File: config.mk
export PLATFORM = sky130hd
export DESIGN_NAME = hs_homing_sequencer
export DESIGN_NICKNAME = d
export VERILOG_FILES = /design/src/hs_pkg.sv /design/src/hs_homing_sequencer.sv
export SDC_FILE = /design/constraint.sdc
export NUM_CORES = 1
export LEC_CHECK = 0
export BUFFER_PORTS_ARGS = -buffer_cell sky130_fd_sc_hd__buf_2
export CAP_MARGIN = 5
export CORE_UTILIZATION = 45
export DETAILED_ROUTE_END_ITERATION = 16
export PLACE_DENSITY = 0.67
export SLEW_MARGIN = 20
export SYNTH_ARGS = -nofsm -noshare
export SYNTH_HDL_FRONTEND = slang
export SYNTH_SLANG_ARGS = --single-unit
File: constraint.sdc
create_clock -name clk_sys -period 11.99 [get_ports clk_sys]
set_input_delay 2.398 -clock clk_sys [delete_from_list [all_inputs] [get_ports clk_sys]]
set_output_delay 2.398 -clock clk_sys [all_outputs]
set_load 0.02 [all_outputs]
File: src/hs_pkg.sv
// Overview of operation
// - Method 22: negative seek, stop on rise
// - Method 23 below/on: stop on sensor fall
// - Method 23 above: forward limit, clear, then fall
// - Method 24 below/on: stop on sensor rise
// - Method 24 above: limit, fast back, rise
// - Method 25 below/on: fall, creep, rise
// - Method 25 above: limit, clear, then rise
// - Method 26 below: clear, creep, stop fall
// - Method 26 on: stop on sensor fall; above: forward limit, then fall
// - Method 27 above/on: stop on sensor fall
// - Method 27 below: reverse limit, seek, fall
// - Method 28 above/on: stop on sensor rise
// - Method 28 below: reverse limit, stop rise
// - Method 29 above/on: stop on sensor rise
// - Method 29 below: reverse limit, seek, rise
// - Method 30 above/on: stop on sensor fall
// - Method 30 below: reverse limit, stop fall
// - Eight stored speeds chosen by select inputs
// - Speed comes from storage, never analog
// - Mode value 15 enables internal speed
// - Branch from sensor level at start
package hs_pkg;

	// ==========================================
	// Method numbering
	localparam logic [4:0] HS_METHOD_FIRST = 5'h16;
	localparam logic [4:0] HS_METHOD_LAST = 5'h1e;

	// ==========================================
	// Internal speed mode
	localparam logic [7:0] HS_MODE_INTERNAL_SPEED = 8'h0f;
	localparam int HS_SPEED_COUNT = 8;
	localparam int HS_SPEED_W = 8;
	localparam logic [HS_SPEED_W-1:0] HS_SPEED_RESET [HS_SPEED_COUNT] = '{8'h00, 8'h0a, 8'h14, 8'h19,
		8'h1e, 8'h23, 8'h28, 8'h32};
	localparam int HS_POS_W = 32;

	// ==========================================
	// Step table layout
	localparam int HS_STEPS = 4;
	localparam logic [1:0] HS_EV_RISE = 2'h0;
	localparam logic [1:0] HS_EV_FALL = 2'h1;
	localparam logic [1:0] HS_EV_FLIM = 2'h2;
	localparam logic [1:0] HS_EV_RLIM = 2'h3;
	localparam logic [1:0] HS_BR_ON = 2'h0;
	localparam logic [1:0] HS_BR_BELOW = 2'h1;
	localparam logic [1:0] HS_BR_ABOVE = 2'h2;

	typedef struct packed {
		logic valid;
		logic fwd;
		logic fast;
		logic [1:0] ev;
		logic pause;
	} hs_step_t;

	typedef hs_step_t [HS_STEPS-1:0] hs_seq_t;

	typedef struct packed {
		logic origin_sensor;
		logic forward_overtravel_limit;
		logic reverse_overtravel_limit;
	} hs_axis_in_t;

	typedef struct packed {
		logic run;
		logic fwd;
		logic fast;
	} hs_motion_t;

	typedef enum logic [1:0] {
		HS_IDLE = 2'b00,
		HS_RUN = 2'b01,
		HS_PAUSE = 2'b10
	} hs_state_t;

endpackage

File: src/hs_homing_sequencer.sv
`timescale 1ns/1ps
`default_nettype none
module hs_homing_sequencer
	import hs_pkg::*;
(
	input wire logic clk_sys, // 250 MHz system clock
	input wire logic arst_n, // Asynchronous reset, active low
	input wire logic home_start, // One-cycle pulse starts homing
	input wire logic [4:0] home_method, // Homing method, 22 to 30
	input wire logic axis_above_sensor, // Axis lies on positive side of sensor
	input wire hs_axis_in_t axis_in, // Sensor and overtravel levels
	input wire logic axis_at_rest, // Motion has come to a standstill
	input wire logic [HS_POS_W-1:0] axis_position, // Present axis position
	input wire logic [7:0] main_control_mode_param, // Main control mode
	input wire logic speed_wr_en, // Write one stored speed
	input wire logic [2:0] speed_wr_idx, // Stored speed to write
	input wire logic [HS_SPEED_W-1:0] speed_wr_data, // Signed speed, rps
	input wire logic [2:0] speed_sel, // Digital speed select inputs
	output hs_motion_t motion_cmd, // Run, direction and speed class
	output logic home_busy, // Homing sequence in progress
	output logic home_done, // Origin found, level until next start
	output logic home_error, // Unsupported method requested
	output logic [HS_POS_W-1:0] origin_position, // Latched origin
	output logic internal_speed_active, // Internal speed mode selected
	output logic [HS_SPEED_W-1:0] speed_cmd // Active speed command
);

	// ==========================================
	// Step table
	function automatic hs_step_t mk(input logic fwd, input logic fast, input logic [1:0] ev, input logic pause);
		hs_step_t s;
		s.valid = 1'b1;
		s.fwd = fwd;
		s.fast = fast;
		s.ev = ev;
		s.pause = pause;
		return s;
	endfunction

	// One row per method and branch; a step ends at its edge, and a pause step stops before the next
	function automatic hs_seq_t seq_of(input logic [4:0] m, input logic [1:0] br);
		hs_seq_t q;
		q = '0;
		case (m)
			5'h16:
				if (br == HS_BR_ON)
				begin
					q[0] = mk(1'b1, 1'b0, HS_EV_FALL, 1'b0);
					q[1] = mk(1'b0, 1'b0, HS_EV_RISE, 1'b0);
				end
				else
				begin
					q[0] = mk(1'b0, 1'b1, HS_EV_RISE, 1'b0);
					q[1] = mk(1'b1, 1'b0, HS_EV_FALL, 1'b1);
					q[2] = mk(1'b0, 1'b0, HS_EV_RISE, 1'b0);
				end
			5'h17:
				if (br == HS_BR_ON)
					q[0] = mk(1'b0, 1'b0, HS_EV_FALL, 1'b0);
				else if (br == HS_BR_BELOW)
				begin
					q[0] = mk(1'b1, 1'b1, HS_EV_RISE, 1'b0);
					q[1] = mk(1'b0, 1'b0, HS_EV_FALL, 1'b0);
				end
				else
				begin
					q[0] = mk(1'b1, 1'b1, HS_EV_FLIM, 1'b0);
					q[1] = mk(1'b0, 1'b0, HS_EV_FALL, 1'b1);
					q[2] = mk(1'b0, 1'b0, HS_EV_FALL, 1'b0);
				end
			5'h18:
				if (br == HS_BR_ON)
				begin
					q[0] = mk(1'b0, 1'b0, HS_EV_FALL, 1'b0);
					q[1] = mk(1'b1, 1'b0, HS_EV_RISE, 1'b0);
				end
				else if (br == HS_BR_BELOW)
				begin
					q[0] = mk(1'b1, 1'b1, HS_EV_RISE, 1'b0);
					q[1] = mk(1'b0, 1'b0, HS_EV_FALL, 1'b1);
					q[2] = mk(1'b1, 1'b0, HS_EV_RISE, 1'b0);
				end
				else
				begin
					q[0] = mk(1'b1, 1'b1, HS_EV_FLIM, 1'b0);
					q[1] = mk(1'b0, 1'b1, HS_EV_FALL, 1'b0);
					q[2] = mk(1'b1, 1'b0, HS_EV_RISE, 1'b0);
				end
			5'h19:
				if (br == HS_BR_ON)
				begin
					q[0] = mk(1'b1, 1'b0, HS_EV_FALL, 1'b0);
					q[1] = mk(1'b0, 1'b0, HS_EV_RISE, 1'b0);
				end
				else if (br == HS_BR_BELOW)
				begin
					q[0] = mk(1'b1, 1'b1, HS_EV_FALL, 1'b0);
					q[1] = mk(1'b0, 1'b0, HS_EV_RISE, 1'b0);
				end
				else
				begin
					q[0] = mk(1'b1, 1'b1, HS_EV_FLIM, 1'b0);
					q[1] = mk(1'b0, 1'b0, HS_EV_FALL, 1'b1);
					q[2] = mk(1'b0, 1'b0, HS_EV_RISE, 1'b0);
				end
			5'h1a:
				if (br == HS_BR_ON)
					q[0] = mk(1'b1, 1'b0, HS_EV_FALL, 1'b0);
				else if (br == HS_BR_BELOW)
				begin
					q[0] = mk(1'b1, 1'b1, HS_EV_RISE, 1'b0);
					q[1] = mk(1'b0, 1'b0, HS_EV_FALL, 1'b1);
					q[2] = mk(1'b1, 1'b0, HS_EV_FALL, 1'b0);
				end
				else
				begin
					q[0] = mk(1'b1, 1'b1, HS_EV_FLIM, 1'b0);
					q[1] = mk(1'b0, 1'b0, HS_EV_FALL, 1'b0);
				end
			5'h1b:
				if (br == HS_BR_ON)
					q[0] = mk(1'b1, 1'b0, HS_EV_FALL, 1'b0);
				else if (br == HS_BR_ABOVE)
				begin
					q[0] = mk(1'b0, 1'b1, HS_EV_RISE, 1'b0);
					q[1] = mk(1'b1, 1'b0, HS_EV_FALL, 1'b0);
				end
				else
				begin
					q[0] = mk(1'b0, 1'b1, HS_EV_RLIM, 1'b0);
					q[1] = mk(1'b1, 1'b1, HS_EV_RISE, 1'b0);
					q[2] = mk(1'b0, 1'b0, HS_EV_FALL, 1'b1);
					q[3] = mk(1'b1, 1'b0, HS_EV_FALL, 1'b0);
				end
			5'h1c:
				if (br == HS_BR_ON)
				begin
					q[0] = mk(1'b1, 1'b0, HS_EV_FALL, 1'b0);
					q[1] = mk(1'b0, 1'b0, HS_EV_RISE, 1'b0);
				end
				else if (br == HS_BR_ABOVE)
				begin
					q[0] = mk(1'b0, 1'b1, HS_EV_RISE, 1'b0);
					q[1] = mk(1'b1, 1'b0, HS_EV_FALL, 1'b1);
					q[2] = mk(1'b0, 1'b0, HS_EV_RISE, 1'b0);
				end
				else
				begin
					q[0] = mk(1'b0, 1'b1, HS_EV_RLIM, 1'b0);
					q[1] = mk(1'b1, 1'b0, HS_EV_RISE, 1'b0);
				end
			5'h1d:
				if (br == HS_BR_ON)
				begin
					q[0] = mk(1'b0, 1'b0, HS_EV_FALL, 1'b0);
					q[1] = mk(1'b1, 1'b0, HS_EV_RISE, 1'b0);
				end
				else if (br == HS_BR_ABOVE)
				begin
					q[0] = mk(1'b0, 1'b1, HS_EV_FALL, 1'b0);
					q[1] = mk(1'b1, 1'b0, HS_EV_RISE, 1'b0);
				end
				else
				begin
					q[0] = mk(1'b0, 1'b1, HS_EV_RLIM, 1'b0);
					q[1] = mk(1'b1, 1'b1, HS_EV_RISE, 1'b0);
					q[2] = mk(1'b0, 1'b0, HS_EV_FALL, 1'b1);
					q[3] = mk(1'b1, 1'b0, HS_EV_RISE, 1'b0);
				end
			5'h1e:
				if (br == HS_BR_ON)
					q[0] = mk(1'b0, 1'b0, HS_EV_FALL, 1'b0);
				else if (br == HS_BR_ABOVE)
				begin
					q[0] = mk(1'b0, 1'b1, HS_EV_RISE, 1'b0);
					q[1] = mk(1'b1, 1'b0, HS_EV_FALL, 1'b1);
					q[2] = mk(1'b0, 1'b0, HS_EV_FALL, 1'b0);
				end
				else
				begin
					q[0] = mk(1'b0, 1'b1, HS_EV_RLIM, 1'b0);
					q[1] = mk(1'b1, 1'b0, HS_EV_FALL, 1'b0);
				end
			default:
				q = '0;
		endcase
		return q;
	endfunction

	// ==========================================
	// Reset release
	logic [1:0] rst_sync;
	logic rst_n;

	// Release is synchronised so no flop leaves reset on a different edge
	always_ff @(posedge clk_sys or negedge arst_n)
	begin
		if (!arst_n)
			rst_sync <= 2'h0;
		else
			rst_sync <= {rst_sync[0], 1'b1};
	end
	assign rst_n = rst_sync[1];

	// ==========================================
	// Edge detection
	hs_axis_in_t prev_in;
	logic sensor_rise;
	logic sensor_fall;
	logic flim_rise;
	logic rlim_rise;

	always_ff @(posedge clk_sys or negedge rst_n)
	begin
		if (!rst_n)
			prev_in <= '0;
		else
			prev_in <= axis_in;
	end

	// Edges compare against the previous sample; inputs are already synchronous
	always_comb
	begin
		sensor_rise = axis_in.origin_sensor & ~prev_in.origin_sensor;
		sensor_fall = ~axis_in.origin_sensor & prev_in.origin_sensor;
		flim_rise = axis_in.forward_overtravel_limit & ~prev_in.forward_overtravel_limit;
		rlim_rise = axis_in.reverse_overtravel_limit & ~prev_in.reverse_overtravel_limit;
	end

	// ==========================================
	// Homing sequencer
	hs_state_t state;
	hs_state_t next_state;
	hs_seq_t seq;
	hs_seq_t next_seq;
	logic [1:0] step;
	logic [1:0] next_step;
	logic next_done;
	logic next_error;
	logic [HS_POS_W-1:0] next_origin;
	hs_step_t cur;
	hs_step_t nxt;
	logic hit;

	// Step advance; a start while busy is ignored, since the axis is already committed
	always_comb
	begin
		next_state = state;
		next_seq = seq;
		next_step = step;
		next_done = home_done;
		next_error = home_error;
		next_origin = origin_position;
		cur = seq[step];
		nxt = (step == 2'h3) ? hs_step_t'('0) : seq[step + 2'h1];
		case (cur.ev)
			HS_EV_RISE: hit = sensor_rise;
			HS_EV_FALL: hit = sensor_fall;
			HS_EV_FLIM: hit = flim_rise;
			default: hit = rlim_rise;
		endcase
		case (state)
			HS_IDLE:
				if (home_start)
				begin
					next_done = 1'b0;
					next_step = 2'h0;
					if (home_method < HS_METHOD_FIRST || home_method > HS_METHOD_LAST)
						next_error = 1'b1;
					else
					begin
						next_error = 1'b0;
						next_seq = seq_of(home_method, axis_in.origin_sensor ? HS_BR_ON :
							(axis_above_sensor ? HS_BR_ABOVE : HS_BR_BELOW));
						next_state = HS_RUN;
					end
				end
			HS_RUN:
				if (hit)
				begin
					if (!nxt.valid)
					begin
						next_origin = axis_position;
						next_done = 1'b1;
						next_state = HS_IDLE;
					end
					else
					begin
						next_step = step + 2'h1;
						next_state = cur.pause ? HS_PAUSE : HS_RUN;
					end
				end
			HS_PAUSE:
				if (axis_at_rest)
					next_state = HS_RUN;
			default:
				next_state = HS_IDLE;
		endcase
	end

	always_ff @(posedge clk_sys or negedge rst_n)
	begin
		if (!rst_n)
		begin
			state <= HS_IDLE;
			seq <= '0;
			step <= 2'h0;
			home_done <= 1'b0;
			home_error <= 1'b0;
			origin_position <= '0;
		end
		else
		begin
			state <= next_state;
			seq <= next_seq;
			step <= next_step;
			home_done <= next_done;
			home_error <= next_error;
			origin_position <= next_origin;
		end
	end

	// Motion follows the active step; halted in idle and while pausing
	assign motion_cmd.run = (state == HS_RUN);
	assign motion_cmd.fwd = (state == HS_RUN) & seq[step].fwd;
	assign motion_cmd.fast = (state == HS_RUN) & seq[step].fast;
	assign home_busy = (state != HS_IDLE);

	// ==========================================
	// Internal speed storage
	logic [HS_SPEED_W-1:0] speed_store [HS_SPEED_COUNT];
	logic [HS_SPEED_W-1:0] next_store [HS_SPEED_COUNT];
	logic next_active;
	logic [HS_SPEED_W-1:0] next_speed;

	// One write port per slot; a zero command when the mode is not selected
	genvar gi;
	generate
		for (gi = 0; gi < HS_SPEED_COUNT; gi++)
		begin : g_speed
			always_comb
			begin
				next_store[gi] = (speed_wr_en && speed_wr_idx == 3'(gi)) ? speed_wr_data : speed_store[gi];
			end
			always_ff @(posedge clk_sys or negedge rst_n)
			begin
				if (!rst_n)
					speed_store[gi] <= HS_SPEED_RESET[gi];
				else
					speed_store[gi] <= next_store[gi];
			end
		end
	endgenerate

	// Command is taken from storage only, so no analog input is needed
	always_comb
	begin
		next_active = (main_control_mode_param == HS_MODE_INTERNAL_SPEED);
		next_speed = next_active ? speed_store[speed_sel] : '0;
	end

	always_ff @(posedge clk_sys or negedge rst_n)
	begin
		if (!rst_n)
		begin
			internal_speed_active <= 1'b0;
			speed_cmd <= '0;
		end
		else
		begin
			internal_speed_active <= next_active;
			speed_cmd <= next_speed;
		end
	end

endmodule
`default_nettype wire

==> metrics.txt <==
Util after Layout=about 56%; Setup crit end kind=output port; antenna violations before repair=0; sequential share of the synthesized area=a little over half; post-route ant nets=0; library cells used by synthesis=54; fraction of layout instances using a drive strength above 1=about 52%; Final period util=a little under two fifths; TritonCTS Buffers=17; min cycle time layout=~4.4 ns; critical-path cell list=mux4_1 -> and2_1 -> buf_2; Iteration-0 DRC Markers=252; Syn Nets=512; hold path cells=0; Post-CTS Setup Bufs=0; vias in the first global route=4,018; drt first pass iters=4; Final setup viols=0; Power Density=224 nW/um2; CP bufs+invs=1; RSZ-0062 raised after global routing=false; reg2reg path depth=5; Tot GR Track Use=around a fifth; drt drc=0; TritonCTS clock tree=done; met1 Usage GRT=between 20% and 30%; Synth Instances=approximately 440; largest fanout on the critical path=15; Slew @ Worst Pin=between 0.9 and 1 ns; hold_sp=rst_sync[0]; critical path class=reg2out; area leader, netlist=dfrtp_1; wire per inst=16.8 um; Max clock buf depth=2; maximum vdd ir drop=~0.11 mV; # H-tree levels=4; sum of negative setup slack=0 ns; initial core utilization=~46%; largest net degree at the start of global routing=81; GRT busiest layer=met2; Hold Violations, Final=0; Worst R2R Start=step[0]; Worst Setup Start Kind=flop; WP data arrival=2.04 ns; Synth area leaders=dfrtp_1 (46%), mux2_2 (12%), dfstp_2 (8.1%), mux2_4 (7.3%), mux4_2 (6.2%); WP depth=3; Yosys top cell area share=45.9%; critical path's top delay family=flip-flops; Placer Congestion=approximately 0.83; die width=about 120 um; Rows=42; worst r2r dst=origin_position[28]; Syn Area/Cell=approximately 14 um2; PortBufs=114; fin nets=between 600 and 700; met2 Usage GRT=30.8%; number of flops mapped to enable cells by yosys=0; max incr delay on CP=roughly 0.71 ns; Hold Path End=rst_sync[1]; max-slew violations=0; grt total ovfl=0; slowest library cell on the worst path=dfrtp_1; clock skew=approximately 0.0066 ns; dpl hpwl=8240 um; Root Driver=clkbuf_16; Max Cap Viol=0; status=complete, no violations; M3 GR Usage=3.88%; top_reg_cell synth=dfrtp_1; CP required=9.59 ns; fin worst setup slack=7.55 ns; Worst R2R Setup Slack=between 9 and 10 ns; Area Growth Syn to Fin=20.5%; first-pass GRT wire length=about 20,000 um; hold-fix buffers at CTS=0; die area=between 10,000 and 15,000 um2; Mapped Area=between 6000 and 7000 um2; Clock transition at path regs=~0.06 ns; Total Wirelength=about 12,000 um; # clock sinks=~130; number of synthesized register bits=132; max frequency=about 230 MHz; io pins=~120; P_leak=~0.0035 uW; relative slew slack=a little over a third; Core Footprint=~13,000 um2; Syn. warnings=0; worst slack, placed=around 7.5 ns; via count=~4,000; worst hold-check path type=reg2reg; die height=around 120 um; Clock Latency Late Sink=approximately 0.41 ns; vias per cell=about 5.3; PostCTS Resize Cnt=0; async set-reset flop share out of synthesis=between 90% and 100%; n_diodes=0
[flip-flops by register name, indices dropped and copies added, names as in the netlist]
name,cells
origin_position,32
internal_speed_active,1
seq,16
home_done,1
prev_in,3
speed_cmd,8
rst_sync,2
home_error,1
step,2
speed_store,64
state,2
[routing by layer]
metal / vias to the layer above / part of all wire [%]
met5: - / 0
met4: 0 / 1.9
met3: 21 / 3.1
met2: 96 / 51
met1: 1986 / 44
li1: 1838 / -
[cell type report]
class	instances	area (um2)
fill	1104	5880
sequential	132	3330
multi-input combinational	279	2640
timing repair buffer	116	586
clock buffer	23	468
tap	176	220
clock inverter	9	151
inverter	5	18.8
[per-stage QoR]
stage          power [uW]  area, um2  std cells  hold slack (ns)
2_1_floorplan        1010       6160        443            0.331
3_3_place_gp         1110       6800        708            0.340
3_5_place_dp         1130       6800        708            0.343
4_1_cts              1680       7420        740            0.357
5_1_grt              1740       7420        740            0.367
6_report             1660       7420        740            0.354
[worst register-to-register path, stage by stage, from the launching register on]
cell	delay, ns
dfrtp_1	0.71
mux2_4	0.36
o221a_2	0.27
a31oi_2	0.22
a211o_2	0.82
mux2_2	0.44
[cells in the mapped netlist, types with 3 or more instances]
cell type  count
nor3_1         5
nor2b_1        4
nor2_1        22
nand3_1        4
xnor2_1        3
o21ai_0       15
mux2_2        68
dfstp_2       19
mux2i_1       10
mux4_2        17
o211ai_1       3
nand4b_1       3
inv_1          5
a21oi_1        9
nor3b_1        7
buf_12         3
nand2b_1       6
nand4_1        4
clkbuf_1      19
nand2_1       24
dfrtp_1      113
mux2_4        30
a21o_1         6
[cells in the final DEF (no fill, tap or decap), types with 6 or more instances in the layout]
| master | n |
|---|---|
| buf_2 | 114 |
| mux4_2 | 17 |
| nor2_1 | 22 |
| a21oi_1 | 9 |
| mux2_4 | 30 |
| nand2_1 | 24 |
| clkbuf_16 | 17 |
| a21o_1 | 6 |
| mux2_2 | 68 |
| dfrtp_1 | 112 |
| dfstp_2 | 19 |
| o21ai_0 | 15 |
| mux2i_1 | 10 |
| nor3b_1 | 7 |
| nand2b_1 | 6 |
[how the worst max path moves through the flow]
stage                 start                   to  slack [ns]
6_report            step[0]        motion_cmd[1]        7.55
5_1_grt             step[0]        motion_cmd[1]        7.42
4_1_cts             step[0]        motion_cmd[1]        7.51
3_5_place_dp     axis_in[2]  origin_position[28]        7.53
3_3_place_gp     axis_in[2]  origin_position[28]        7.60
2_1_floorplan  speed_sel[0]         speed_cmd[6]        8.06
[where the power goes]
part           switching, uW  internal [uW]  total [uW]
sequential              79.3            580         659
clock                    182            358         540
combinational            220            243         462
total                    480           1180        1660
[kinds of logic after synthesis]
group,count (synthesis),share of synthesized area (%)
compound gates,53,5.73
xor+xnor,3,0.427
fa+ha+maj,1,0.203
buf+inv,32,3.07
flops,132,54.0
mux,126,28.0
other cells,1,0.0609
simple gates,95,8.47
(Power assumes the default switching activity.)
